**src/design/atc_pkg.sv**
```systemverilog
package atc_pkg;

  // breaker role of this relay in the main-tie-main line-up
  typedef enum logic [1:0] {
    ROLE_OFF,
    ROLE_INC1,
    ROLE_INC2,
    ROLE_TIE
  } role_e;

  // transfer sequence of an incomer relay
  typedef enum logic [1:0] {
    ST_IDLE,
    ST_TRIP,
    ST_REQ,
    ST_DONE
  } seq_e;

  localparam int unsigned ADDR_W = 8;
  localparam int unsigned VOLT_W = 16;
  localparam int unsigned N_IN = 11;

  // contact input positions
  localparam int unsigned IN_LOCKOUT = 0;
  localparam int unsigned IN_SRC_TRIP = 1;
  localparam int unsigned IN_BLOCK = 2;
  localparam int unsigned IN_CONN1 = 3;
  localparam int unsigned IN_CONN2 = 4;
  localparam int unsigned IN_CONNT = 5;
  localparam int unsigned IN_CL1 = 6;
  localparam int unsigned IN_CL2 = 7;
  localparam int unsigned IN_CLT = 8;
  localparam int unsigned IN_SEL = 9;
  localparam int unsigned IN_REQ = 10;

  // register byte offsets
  localparam logic [ADDR_W-1:0] OFF_CTRL = 8'h00;
  localparam logic [ADDR_W-1:0] OFF_POL = 8'h04;
  localparam logic [ADDR_W-1:0] OFF_RESID = 8'h08;
  localparam logic [ADDR_W-1:0] OFF_STAT = 8'h0C;

  // values after reset
  localparam logic [1:0] CTRL_RST = 2'h0;
  localparam logic [N_IN-1:0] POL_RST = 11'h000;
  localparam logic [VOLT_W-1:0] RESID_RST = 16'h0000;

  // status field positions
  localparam int unsigned ST_NOT_READY = 0;
  localparam int unsigned ST_TRIP_OUT = 1;
  localparam int unsigned ST_TIE_REQ = 2;
  localparam int unsigned ST_PERMIT = 3;
  localparam int unsigned ST_SEQ_LO = 4;
  localparam int unsigned ST_IN_LO = 8;

  localparam logic [1:0] RESP_OKAY = 2'h0;
  localparam logic [1:0] RESP_SLVERR = 2'h2;

endpackage

```
**src/design/pin_cond.sv**
```systemverilog
module pin_cond #(
  parameter int W = 1
) (
  input wire logic clock,
  input wire logic arst_n,
  input wire logic ce,
  input wire logic [W-1:0] pin_in,
  input wire logic [W-1:0] polarity,
  output logic [W-1:0] asserted
);

  typedef struct packed {
    logic [W-1:0] s1;
    logic [W-1:0] s2;
  } sync_s;

  sync_s q, d;

  always_comb begin
    d = q;
    d.s1 = pin_in;
    d.s2 = q.s1;
  end

  always_ff @(posedge clock or negedge arst_n) begin
    if (!arst_n) begin
      q <= '0;
    end else if (ce) begin
      q <= d;
    end
  end

  // polarity bit set: contact is normally closed
  assign asserted = q.s2 ^ polarity;

endmodule // pin_cond

```
**src/design/axil_slave.sv**
```systemverilog
module axil_slave (
  input wire logic clock,
  input wire logic arst_n,
  input wire logic ce,
  input wire logic [atc_pkg::ADDR_W-1:0] awaddr,
  input wire logic awvalid,
  output logic awready,
  input wire logic [31:0] wdata,
  input wire logic [3:0] wstrb,
  input wire logic wvalid,
  output logic wready,
  output logic [1:0] bresp,
  output logic bvalid,
  input wire logic bready,
  input wire logic [atc_pkg::ADDR_W-1:0] araddr,
  input wire logic arvalid,
  output logic arready,
  output logic [31:0] rdata,
  output logic [1:0] rresp,
  output logic rvalid,
  input wire logic rready,
  output logic wr_en,
  output logic [atc_pkg::ADDR_W-1:0] wr_addr,
  output logic [31:0] wr_data,
  output logic [3:0] wr_strb,
  input wire logic wr_ok,
  input wire logic [31:0] rd_data,
  input wire logic rd_ok
);

  typedef struct packed {
    logic aw_have;
    logic [atc_pkg::ADDR_W-1:0] aw_addr;
    logic w_have;
    logic [31:0] w_data;
    logic [3:0] w_strb;
    logic bvalid;
    logic [1:0] bresp;
    logic rvalid;
    logic [31:0] rdata;
    logic [1:0] rresp;
  } bus_s;

  bus_s q, d;

  assign awready = ce & ~q.aw_have & ~q.bvalid;
  assign wready = ce & ~q.w_have & ~q.bvalid;
  assign arready = ce & ~q.rvalid;
  // write commits once both halves are held
  assign wr_en = ce & q.aw_have & q.w_have;
  assign wr_addr = q.aw_addr;
  assign wr_data = q.w_data;
  assign wr_strb = q.w_strb;
  assign bvalid = q.bvalid;
  assign bresp = q.bresp;
  assign rvalid = q.rvalid;
  assign rdata = q.rdata;
  assign rresp = q.rresp;

  always_comb begin
    d = q;
    if (awvalid && awready) begin
      d.aw_have = 1'b1;
      d.aw_addr = awaddr;
    end
    if (wvalid && wready) begin
      d.w_have = 1'b1;
      d.w_data = wdata;
      d.w_strb = wstrb;
    end
    if (wr_en) begin
      d.aw_have = 1'b0;
      d.w_have = 1'b0;
      d.bvalid = 1'b1;
      d.bresp = wr_ok ? atc_pkg::RESP_OKAY : atc_pkg::RESP_SLVERR;
    end else if (q.bvalid && bready) begin
      d.bvalid = 1'b0;
    end
    if (arvalid && arready) begin
      d.rvalid = 1'b1;
      d.rdata = rd_ok ? rd_data : 32'h00000000;
      d.rresp = rd_ok ? atc_pkg::RESP_OKAY : atc_pkg::RESP_SLVERR;
    end else if (q.rvalid && rready) begin
      d.rvalid = 1'b0;
    end
  end

  always_ff @(posedge clock or negedge arst_n) begin
    if (!arst_n) begin
      q <= '0;
    end else if (ce) begin
      q <= d;
    end
  end

endmodule // axil_slave

```
**src/design/bus_auto_transfer_control.sv**
```systemverilog
// How it works
// - block input stops any new transfer start
// - every contact input has selectable polarity
// - lockout, source trip or timed undervoltage start
// - second incomer swaps source one and two
// - any breaker not connected blocks start
// - open opposite incomer blocks start
// - own instantaneous overcurrent blocks start
// - other source definite undervoltage blocks start
// - overcurrent also enables own definite undervoltage block
// - any block raises transfer not ready
// - first step trips own breaker
// - then close request goes to tie
// - trip held until own breaker opens
// - tie latches request until closed or blocked
// - tie close waits for residual voltage permission
// - permission only once bus voltage decayed
// - three closed trips selected breaker
// - aux relays scheme only, deenergized, self resetting
// - role setting off, incomer one, two, tie
//
// Added by the designer: register access over AXI4-Lite and the register offsets.
module bus_auto_transfer_control (
  input wire logic clock,
  input wire logic arst_n,
  input wire logic ce,
  input wire logic [atc_pkg::ADDR_W-1:0] awaddr,
  input wire logic awvalid,
  output logic awready,
  input wire logic [31:0] wdata,
  input wire logic [3:0] wstrb,
  input wire logic wvalid,
  output logic wready,
  output logic [1:0] bresp,
  output logic bvalid,
  input wire logic bready,
  input wire logic [atc_pkg::ADDR_W-1:0] araddr,
  input wire logic arvalid,
  output logic arready,
  output logic [31:0] rdata,
  output logic [1:0] rresp,
  output logic rvalid,
  input wire logic rready,
  input wire logic transformer_lockout_input,
  input wire logic source_trip_in,
  input wire logic block_transfer_in,
  input wire logic brk1_connected_in,
  input wire logic brk2_connected_in,
  input wire logic tie_connected_in,
  input wire logic brk1_closed_in,
  input wire logic brk2_closed_in,
  input wire logic tie_closed_in,
  input wire logic select_to_trip_in,
  input wire logic close_request_in,
  input wire logic uv_inverse_timeout,
  input wire logic uv_definite_this,
  input wire logic uv_definite_other,
  input wire logic phase_instant_overcurrent,
  input wire logic neutral_instant_overcurrent,
  input wire logic [atc_pkg::VOLT_W-1:0] bus_voltage,
  output logic trip_out,
  output logic [3:0] aux_relay
);

  typedef struct packed {
    atc_pkg::role_e role;
    logic [atc_pkg::N_IN-1:0] pol;
    logic [atc_pkg::VOLT_W-1:0] resid;
    atc_pkg::seq_e st;
    logic tie_req;
    logic trip;
    logic [3:0] aux;
  } core_s;

  core_s q, d;

  logic [atc_pkg::N_IN-1:0] pins, in;
  logic wr_en, wr_ok, rd_ok;
  logic [atc_pkg::ADDR_W-1:0] wr_addr;
  logic [31:0] wr_data, rd_data;
  logic [3:0] wr_strb;
  logic is_inc, is_tie, inc2;
  logic block_in, all_conn, all_closed, ioc, uv_block_this;
  logic own_closed, other_closed;
  logic blocked_inc, not_ready, initiate, start_cond;
  logic pp_trip, perm, close_cmd;

  assign pins = {close_request_in, select_to_trip_in, tie_closed_in,
                 brk2_closed_in, brk1_closed_in, tie_connected_in,
                 brk2_connected_in, brk1_connected_in, block_transfer_in,
                 source_trip_in, transformer_lockout_input};

  // contacts cross from the field: two flops before use
  pin_cond #(
    .W(atc_pkg::N_IN)
  ) u_pins (
    .clock(clock),
    .arst_n(arst_n),
    .ce(ce),
    .pin_in(pins),
    .polarity(q.pol),
    .asserted(in)
  );

  axil_slave u_bus (
    .clock(clock),
    .arst_n(arst_n),
    .ce(ce),
    .awaddr(awaddr),
    .awvalid(awvalid),
    .awready(awready),
    .wdata(wdata),
    .wstrb(wstrb),
    .wvalid(wvalid),
    .wready(wready),
    .bresp(bresp),
    .bvalid(bvalid),
    .bready(bready),
    .araddr(araddr),
    .arvalid(arvalid),
    .arready(arready),
    .rdata(rdata),
    .rresp(rresp),
    .rvalid(rvalid),
    .rready(rready),
    .wr_en(wr_en),
    .wr_addr(wr_addr),
    .wr_data(wr_data),
    .wr_strb(wr_strb),
    .wr_ok(wr_ok),
    .rd_data(rd_data),
    .rd_ok(rd_ok)
  );

  // role decode
  assign is_inc = (q.role == atc_pkg::ROLE_INC1) ||
                  (q.role == atc_pkg::ROLE_INC2);
  assign is_tie = (q.role == atc_pkg::ROLE_TIE);
  assign inc2 = (q.role == atc_pkg::ROLE_INC2);

  // own and other source exchange on the second incomer
  assign own_closed = inc2 ? in[atc_pkg::IN_CL2]
                           : in[atc_pkg::IN_CL1];
  assign other_closed = inc2 ? in[atc_pkg::IN_CL1]
                             : in[atc_pkg::IN_CL2];

  assign block_in = in[atc_pkg::IN_BLOCK];
  assign all_conn = in[atc_pkg::IN_CONN1] & in[atc_pkg::IN_CONN2] &
                    in[atc_pkg::IN_CONNT];
  assign all_closed = in[atc_pkg::IN_CL1] & in[atc_pkg::IN_CL2] &
                      in[atc_pkg::IN_CLT];
  assign ioc = phase_instant_overcurrent |
               neutral_instant_overcurrent;
  // own dip caused by a load-side fault must not start a transfer
  assign uv_block_this = uv_definite_this & ioc;

  assign blocked_inc = ~all_conn
                     | ~other_closed
                     | ioc
                     | uv_definite_other
                     | uv_block_this
                     | block_in;

  always_comb begin
    not_ready = 1'b0;
    if (is_inc) begin
      not_ready = blocked_inc;
    end else if (is_tie) begin
      not_ready = ~all_conn | block_in;
    end
  end

  assign start_cond = in[atc_pkg::IN_LOCKOUT] | in[atc_pkg::IN_SRC_TRIP] |
                      uv_inverse_timeout;
  assign initiate = is_inc & start_cond & ~blocked_inc;

  // prevent parallel while the scheme is in service
  assign pp_trip = (q.role != atc_pkg::ROLE_OFF) & ~block_in &
                   all_closed & in[atc_pkg::IN_SEL];

  // residual voltage check on the dead bus
  assign perm = (bus_voltage <= q.resid);
  assign close_cmd = is_tie & q.tie_req & perm & ~in[atc_pkg::IN_CLT] &
                     ~block_in;

  // register access
  assign wr_ok = (wr_addr == atc_pkg::OFF_CTRL) ||
                 (wr_addr == atc_pkg::OFF_POL) ||
                 (wr_addr == atc_pkg::OFF_RESID);
  assign rd_ok = (araddr == atc_pkg::OFF_CTRL) ||
                 (araddr == atc_pkg::OFF_POL) ||
                 (araddr == atc_pkg::OFF_RESID) ||
                 (araddr == atc_pkg::OFF_STAT);

  always_comb begin
    rd_data = 32'h00000000;
    case (araddr)
      atc_pkg::OFF_CTRL: rd_data[1:0] = q.role;
      atc_pkg::OFF_POL: rd_data[atc_pkg::N_IN-1:0] = q.pol;
      atc_pkg::OFF_RESID: rd_data[atc_pkg::VOLT_W-1:0] = q.resid;
      atc_pkg::OFF_STAT: begin
        rd_data[atc_pkg::ST_NOT_READY] = q.aux[2];
        rd_data[atc_pkg::ST_TRIP_OUT] = q.trip;
        rd_data[atc_pkg::ST_TIE_REQ] = q.tie_req;
        rd_data[atc_pkg::ST_PERMIT] = perm;
        rd_data[atc_pkg::ST_SEQ_LO +: 2] = q.st;
        rd_data[atc_pkg::ST_IN_LO +: atc_pkg::N_IN] = in;
      end
      default: rd_data = 32'h00000000;
    endcase
  end

  always_comb begin
    d = q;
    if (wr_en && wr_strb[0] && wr_addr == atc_pkg::OFF_CTRL) begin
      d.role = atc_pkg::role_e'(wr_data[1:0]);
    end
    if (wr_en && wr_addr == atc_pkg::OFF_POL) begin
      if (wr_strb[0]) begin
        d.pol[7:0] = wr_data[7:0];
      end
      if (wr_strb[1]) begin
        d.pol[atc_pkg::N_IN-1:8] = wr_data[atc_pkg::N_IN-1:8];
      end
    end
    if (wr_en && wr_addr == atc_pkg::OFF_RESID) begin
      if (wr_strb[0]) begin
        d.resid[7:0] = wr_data[7:0];
      end
      if (wr_strb[1]) begin
        d.resid[15:8] = wr_data[15:8];
      end
    end

    // incomer sequence: trip, then request tie close
    case (q.st)
      atc_pkg::ST_IDLE: begin
        if (initiate) begin
          d.st = atc_pkg::ST_TRIP;
        end
      end
      atc_pkg::ST_TRIP: d.st = atc_pkg::ST_REQ;
      atc_pkg::ST_REQ: begin
        if (!own_closed) begin
          d.st = atc_pkg::ST_DONE;
        end
      end
      atc_pkg::ST_DONE: begin
        // rearm only once the cause has gone
        if (!start_cond) begin
          d.st = atc_pkg::ST_IDLE;
        end
      end
      default: d.st = atc_pkg::ST_IDLE;
    endcase
    if (!is_inc) begin
      d.st = atc_pkg::ST_IDLE;
    end

    // clear wins: a blocked or closed tie must not keep a stale request
    if (!is_tie || in[atc_pkg::IN_CLT] || block_in) begin
      d.tie_req = 1'b0;
    end else if (in[atc_pkg::IN_REQ]) begin
      d.tie_req = 1'b1;
    end

    d.trip = (d.st == atc_pkg::ST_TRIP) || (d.st == atc_pkg::ST_REQ) ||
             pp_trip;
    // level outputs: drop as soon as the cause drops
    d.aux = '0;
    if (q.role != atc_pkg::ROLE_OFF) begin
      d.aux[0] = (d.st == atc_pkg::ST_REQ) ||
                 (d.st == atc_pkg::ST_DONE);
      d.aux[1] = close_cmd;
      d.aux[2] = not_ready;
      d.aux[3] = pp_trip;
    end
  end

  always_ff @(posedge clock or negedge arst_n) begin
    if (!arst_n) begin
      q.role <= atc_pkg::role_e'(atc_pkg::CTRL_RST);
      q.pol <= atc_pkg::POL_RST;
      q.resid <= atc_pkg::RESID_RST;
      q.st <= atc_pkg::ST_IDLE;
      q.tie_req <= 1'b0;
      q.trip <= 1'b0;
      q.aux <= 4'h0;
    end else if (ce) begin
      q <= d;
    end
  end

  assign trip_out = q.trip;
  assign aux_relay = q.aux;
endmodule // bus_auto_transfer_control

```
**config.mk**
```make
export PLATFORM = sky130hd
export DESIGN_NAME = bus_auto_transfer_control
export DESIGN_NICKNAME = d
export VERILOG_FILES = /design/src/design/atc_pkg.sv /design/src/design/pin_cond.sv /design/src/design/axil_slave.sv /design/src/design/bus_auto_transfer_control.sv
export SDC_FILE = /design/constraint.sdc
export NUM_CORES = 1
export LEC_CHECK = 0
export ABC_CLOCK_PERIOD_IN_PS = 2200
export BUFFER_PORTS_ARGS = -buffer_cell sky130_fd_sc_hd__buf_2
export CAP_MARGIN = 20
export CELL_PAD_IN_SITES_DETAIL_PLACEMENT = 1
export CELL_PAD_IN_SITES_GLOBAL_PLACEMENT = 2
export CORE_AREA = 5 5 195 103
export CTS_CLUSTER_DIAMETER = 80
export CTS_CLUSTER_SIZE = 25
export DETAILED_ROUTE_END_ITERATION = 8
export DIE_AREA = 0 0 200 108
export PLACE_DENSITY = 0.86
export SETUP_SLACK_MARGIN = 0.02
export SYNTH_ARGS = -nofsm -noshare
export SYNTH_HDL_FRONTEND = slang
export SYNTH_SLANG_ARGS = --single-unit
```
**constraint.sdc**
```tcl
create_clock -name clock -period 2.2 [get_ports clock]
set_input_delay 0.44 -clock clock [delete_from_list [all_inputs] [get_ports clock]]
set_output_delay 0.44 -clock clock [all_outputs]
set_load 0.005 [all_outputs]
```
==> impl_metrics.yaml, run 1 <==
power:
  powerDensity_nw_per_um2: 839
  switchingPower_uw: 1680
  swShare_pct: 29.6
  p_comb_share_pct: 20.9
  irDropWorstVdd_mv: 0.465
  intPower_uw: 4010
  power.clock.fraction_pct: 30.3
  leakagePower_uw: 0.00322
  seq_power_share_pct: 48.8
  total_power_uw: 5690
place:
  routabilityCongestion: 0.891
  dp_hpwl_mm: 13.1
  portBuffers: 103
  dp_cells: 811
  place_ws_ns: -0.314
timing:
  rsz0062_at_grt: "yes"
  setup_violations: 31
  max-slew-margin-rel_pct: 65.4
  tightest_slew_ns: 0.515
  period_needed_ns: 2.40
  layout_setup_ws_ns: -0.197
  timing.final.crit_share_pct: 109
  holdWs_ns: 0.0407
  fin_skew_ns: 0.0115
  slew_viol_final: 0
  hold_viol: 0
  fmax_ghz: 0.417
logic_synthesis:
  yosysSeqAreaShare_pct: 50.2
  syn_area_per_cell_um2: 11.7
  synth-compound-area-share_pct: 8.16
  yosysWarnings: 0
  synthAdderAreaFrac_pct: 4.79
  ys_seq_elements: 110
  synth_cell_type_count: 52
  synth-xor-area-share_pct: 1.92
  synth_enable_flop_cells: 0
  syn_area_um2: 5490
  netlist_instances: 470
  synth_flop_cell: "dfrtp_1"
  synthArstFlopShare_pct: 100
  synth_mux_area_share_pct: 18.4
  synth_top_family_by_area: "multiplexers"
  yosys.area_share.simple_pct: 8.37
critical_path:
  criticalPathCategory: "reg2reg"
  cp_max_fo: 3
  regToRegSetupSlack_ns: -0.20
  required_ns: 2.45
  critPathLaunchType: "flip-flop"
  timing.rr.end: "q[35]"
  r2r-start: "u_bus.wr_addr[1]"
  r2r.worst_path.cells: 4
  worstPathArrival_ns: 2.64
  endpoint_kind: "flip-flop"
floorplan:
  coreArea_um2: 18000
  start_util_pct: 30.4
  fp.dieW_um: 200
  dieArea_um2: 21600
  fp-row-count: 35
  fp.dieH_um: 108
  ios: 138
routing:
  drt-total-wl_mm: 16.0
  firstDrtPassIters: 4
  wire_per_inst_um: 19.3
  dr_total_vias: 3966
  ant_nets: 0
  via_per_inst: 4.77
  initialDrtViolationCount: 220
  drc: 0
job:
  max_cap_violations: 0
cells_and_area:
  n_fill_cell: 2006
  syn_to_final_growth_pct: 23.6
  layout.cells.non_filler: 831
  n_antenna_cell: 0
  finalCoreUtilization_pct: 37.6
  nets: 699
  layout-drive-gt1-share_pct: 44.0
min_path:
  worstHoldPathType: "in2async"
clock_network:
  htreeDepth: 3
  cts_buffers: 9
  cts_tree: "yes"
  clockRootBuffer: "clkbuf_16"
  ctsHoldBuffers: 0
  cts.path.max_buffers: 2
  insertion_delay_ns: 0.36
  cts.sinks: 110
  path_clk_slew_ns: 0.07
global_routing:
  overflow: 0
  antenna_found_initial: 0
  grt_max_degree: 43
  grt_pass1_vias: 4328
  grt_pass1_wl_mm: 24.9
  grt.total_usage_pct: 15.1
status:
  status: "complete, but fails checks"
  violations: "setup timing"
-- through the flow --
stage	area [µm²]	TNS [ns]
4_1_cts	6730	-1.45
2_1_floorplan	5540	-0.223
3_5_place_dp	6350	-3.36
5_1_grt	6780	-4.18
6_report	6780	-2.02
3_3_place_gp	6350	-1.65
-- cell usage in the layout, fill, tap and decap left out, types with 7 or more instances in the layout --
| cell | count |
|---|---|
| nand2_1 | 34 |
| o21ai_0 | 13 |
| clkbuf_16 | 9 |
| mux2_2 | 79 |
| ha_1 | 21 |
| inv_1 | 22 |
| o31ai_1 | 9 |
| conb_1 | 15 |
| xnor2_1 | 7 |
| buf_2 | 102 |
| nor2_1 | 17 |
| buf_4 | 38 |
| dfrtp_1 | 110 |
| a21oi_1 | 21 |
-- Yosys cell counts, drive strengths merged, types with 3 or more instances --
library cell | n | area share, %
nor2b | 3 | 0.34
nor2 | 17 | 1.2
mux2 | 83 | 17
nand2 | 36 | 2.5
nand4 | 5 | 0.57
a21oi | 21 | 1.9
or4 | 5 | 0.75
xnor2 | 7 | 1.1
nand2b | 3 | 0.34
clkbuf | 12 | 0.82
a22o | 4 | 0.64
dfrtp | 110 | 50
inv | 22 | 1.5
o21ai | 14 | 1.3
ha | 21 | 4.8
xor2 | 5 | 0.80
buf | 44 | 5.8
nor3 | 3 | 0.27
o31ai | 9 | 1.2
nand3 | 5 | 0.46
a22oi | 5 | 0.68
-- state kept, by name (all words and copies together), names as in the netlist, 2 cells and up --
| name | count |
|---|---|
| u_pins.d | 11 |
| u_bus.wr_strb | 2 |
| u_bus.q | 2 |
| u_bus.wr_data | 16 |
| u_pins.q | 11 |
| aux_relay | 4 |
| u_bus.rdata | 19 |
| q | 32 |
| u_bus.wr_addr | 8 |
-- cell type report --
type                            instances  area (µm²)  share of cell area, %
Sequential cell                       110        2750                   40.6
Multi-Input combinational cell        295        2420                   35.7
Timing Repair Buffer                  147         910                   13.4
Tap cell                              240         300                   4.43
Clock buffer                           10         239                   3.52
Inverter                               23        86.3                   1.27
Clock inverter                          6        75.1                   1.11
-- worst max-delay path, stage by stage (launching register included) --
cell and delay [ns]:
dfrtp_1 0.39, or4_4 0.54, or4_4 0.49, or4b_4 0.55, mux2_4 0.32
-- layer usage --
metal | track usage (%) | part of all wire, % | routed length, µm
met4 | 1.74 | 0.19 | 31
met3 | 4.76 | 6.6 | 1050
met2 | 21.2 | 41 | 6540
met1 | 23.4 | 52 | 8380
met5 | 0 | 0 | 0
-- power by group through the flow --
stage / logic, µW / clock network, µW / registers (µW)
after floorplan: 727 / 0 / 2640
after CTS: 1180 / 1770 / 2770
after global routing: 1320 / 1860 / 2830
after detailed placement: 1160 / 0 / 2790
final: 1190 / 1720 / 2770
after global placement: 1080 / 0 / 2750
-- cells by family after synthesis --
family	after synthesis
buffers and inverters	79
and+or+nand+nor	90
muxes	87
DFF	110
adders and majority gates	21
xor gates and xnor gates	12
AOI/OAI and AO/OA	70
other	1
-- worst max path at each step --
stage | from | endpoint | slack, ns | cells after the start
finish | u_bus.wr_addr[1] | q[35] | -0.20 | 4
global route | q[27] | trip_out | -0.27 | 9
CTS | u_pins.q[3] | trip_out | -0.21 | 9
detailed placement | u_pins.q[2] | trip_out | -0.31 | 9
global placement | u_pins.q[3] | trip_out | -0.23 | 9
floorplan | u_pins.q[2] | trip_out | -0.08 | 9
-- repair_timing --
action | 4_1_cts | 5_1_grt
buffers inserted | 1 | 3
setup endpoints to repair | 31 | 31
gates resized for setup | 13 | 7
pin swaps | 3 | 0
Note: power is estimated with default switching activity, not from simulation.
==> inputs of run 2 (changes only) <==
CORE_AREA = 5 5 166 120   (was 5 5 195 103)
DIE_AREA = 0 0 171 125   (was 0 0 200 108)
==> run 2 against run 1 <==
  * The run still ends with setup timing left
  * Critical path depth stayed put
  * Fmax grew 0.91%
  * Global-route usage down 0.72 points
  * Count of clock-buffer cells in the layout stayed put
  * Total power fell by 3.1%
  * Sequential cell count did not move
  * Final cell count down 0.72%
  * Register-to-register slack improved by 0.02 ns
  * Clock power fell by 5%
  * Combinational power fell by 3%
  * Setup slack better by 0.022 ns
  * Largest power group unchanged
==> impl_metrics.yaml, run 2 (synthesis gave the netlist of run 1 again) <==
place:
  dp_hpwl_mm: 12.2
  routabilityCongestion: 0.847
  portBuffers: 103
  place_ws_ns: -0.228
  dp_cells: 807
global_routing:
  grt.total_usage_pct: 14.4
  antenna_found_initial: 0
  grt_pass1_vias: 4239
  overflow: 0
  grt_max_degree: 111
  grt_pass1_wl_mm: 24.2
timing:
  timing.final.crit_share_pct: 108
  max-slew-margin-rel_pct: 56.2
  period_needed_ns: 2.38
  hold_viol: 0
  fmax_ghz: 0.421
  tightest_slew_ns: 0.657
  rsz0062_at_grt: "yes"
  layout_setup_ws_ns: -0.176
  fin_skew_ns: 0.00966
  holdWs_ns: 0.119
  setup_violations: 31
  slew_viol_final: 0
routing:
  firstDrtPassIters: 4
  wire_per_inst_um: 18.3
  dr_total_vias: 3879
  initialDrtViolationCount: 186
  drc: 0
  drt-total-wl_mm: 15.1
  ant_nets: 0
  via_per_inst: 4.70
clock_network:
  insertion_delay_ns: 0.35
  htreeDepth: 3
  cts.path.max_buffers: 2
  path_clk_slew_ns: 0.08
  ctsHoldBuffers: 0
  clockRootBuffer: "clkbuf_16"
  cts.sinks: 110
  cts_tree: "yes"
  cts_buffers: 9
cells_and_area:
  syn_to_final_growth_pct: 21.5
  largest_reg_flops: 32
  nets: 691
  layout.cells.non_filler: 825
  n_antenna_cell: 0
  top_register: "q"
  layout-drive-gt1-share_pct: 42.9
  final_common_cell: "dfrtp_1"
  final_cell_mix: "dfrtp_1 (110), buf_2 (102), mux2_2 (80)"
floorplan:
  fp.dieW_um: 171
  dieArea_um2: 21400
  ios: 138
  fp.dieH_um: 125
  coreArea_um2: 18300
  fp-row-count: 42
  start_util_pct: 29.9
status:
  violations: "setup timing"
  status: "complete, but fails checks"
power:
  leakagePower_uw: 0.00315
  irDropWorstVdd_mv: 0.366
  total_power_uw: 5510
  powerDensity_nw_per_um2: 827
critical_path:
  cp_max_fo: 3
  worstPathArrival_ns: 2.62
  required_ns: 2.44
  endpoint_kind: "flip-flop"
  criticalPathCategory: "reg2reg"
  critPathLaunchType: "flip-flop"
min_path:
  worstHoldPathType: "in2async"
job:
  max_cap_violations: 0
run 2: cell type report:
class                   instances  area [µm²]
clock buffers                  10         239
fillers                      2033       11700
clock inverters                 6        61.3
repair buffers                139         841
well taps                     242         303
inverters                      23        86.3
flip-flops and latches        110        2750
multi-input cells             295        2380
run 2: path summary, 6_finish.rpt:
kind	depth (start not counted)	end	slack, ns	startpoint
setup / recovery	4	q[36]	-0.18	u_bus.wr_addr[1]
hold reg to reg	2	u_bus.rdata[7]	0.48	u_bus.rdata[7]
min in group clock	2	u_pins.d[5]	0.32	tie_connected_in
max in group asynchronous	2	u_bus.wr_addr[3]	1.54	arst_n
hold / removal	2	u_bus.rdata[17]	0.12	arst_n
setup reg to reg	4	q[36]	-0.18	u_bus.wr_addr[1]
run 2: metal layers:
layer	GRT usage [%]	vias up	wire length, µm	part of all wire [%]
met4	2.24	0	83	0.55
li1	-	1826	-	-
met2	21.9	93	6830	45
met3	3.31	7	838	5.5
met5	0	-	0	0
met1	21.4	1953	7370	49
run 2: worst max-delay path: stages, from the launching register on:
cell     delay [ns]
dfrtp_1        0.39
or4_4          0.55
or4_4          0.47
or4b_4         0.54
mux2_4         0.31
run 2: where the power goes:
part	total [µW]	switching, µW	internal, µW
clock network	1630	798	828
logic	1150	496	651
registers	2740	329	2410
run 2: what timing repair did:
action	in CTS	in global routing
endpoints found under the hold margin	0	0
setup endpoints to repair	31	31
resized for setup	5	9
pin swaps	0	2
setup buffers	1	1
gates cloned	0	0
run 2: stage by stage:
step,TNS (ns),cell area (µm²),utilization [%]
2_1_floorplan,-0.223,5540,-
3_3_place_gp,-1.62,6290,34.3
3_5_place_dp,-3.83,6290,34.3
4_1_cts,-3.29,6620,36.1
5_1_grt,-5.25,6670,36.3
6_report,-2.35,6670,36.3
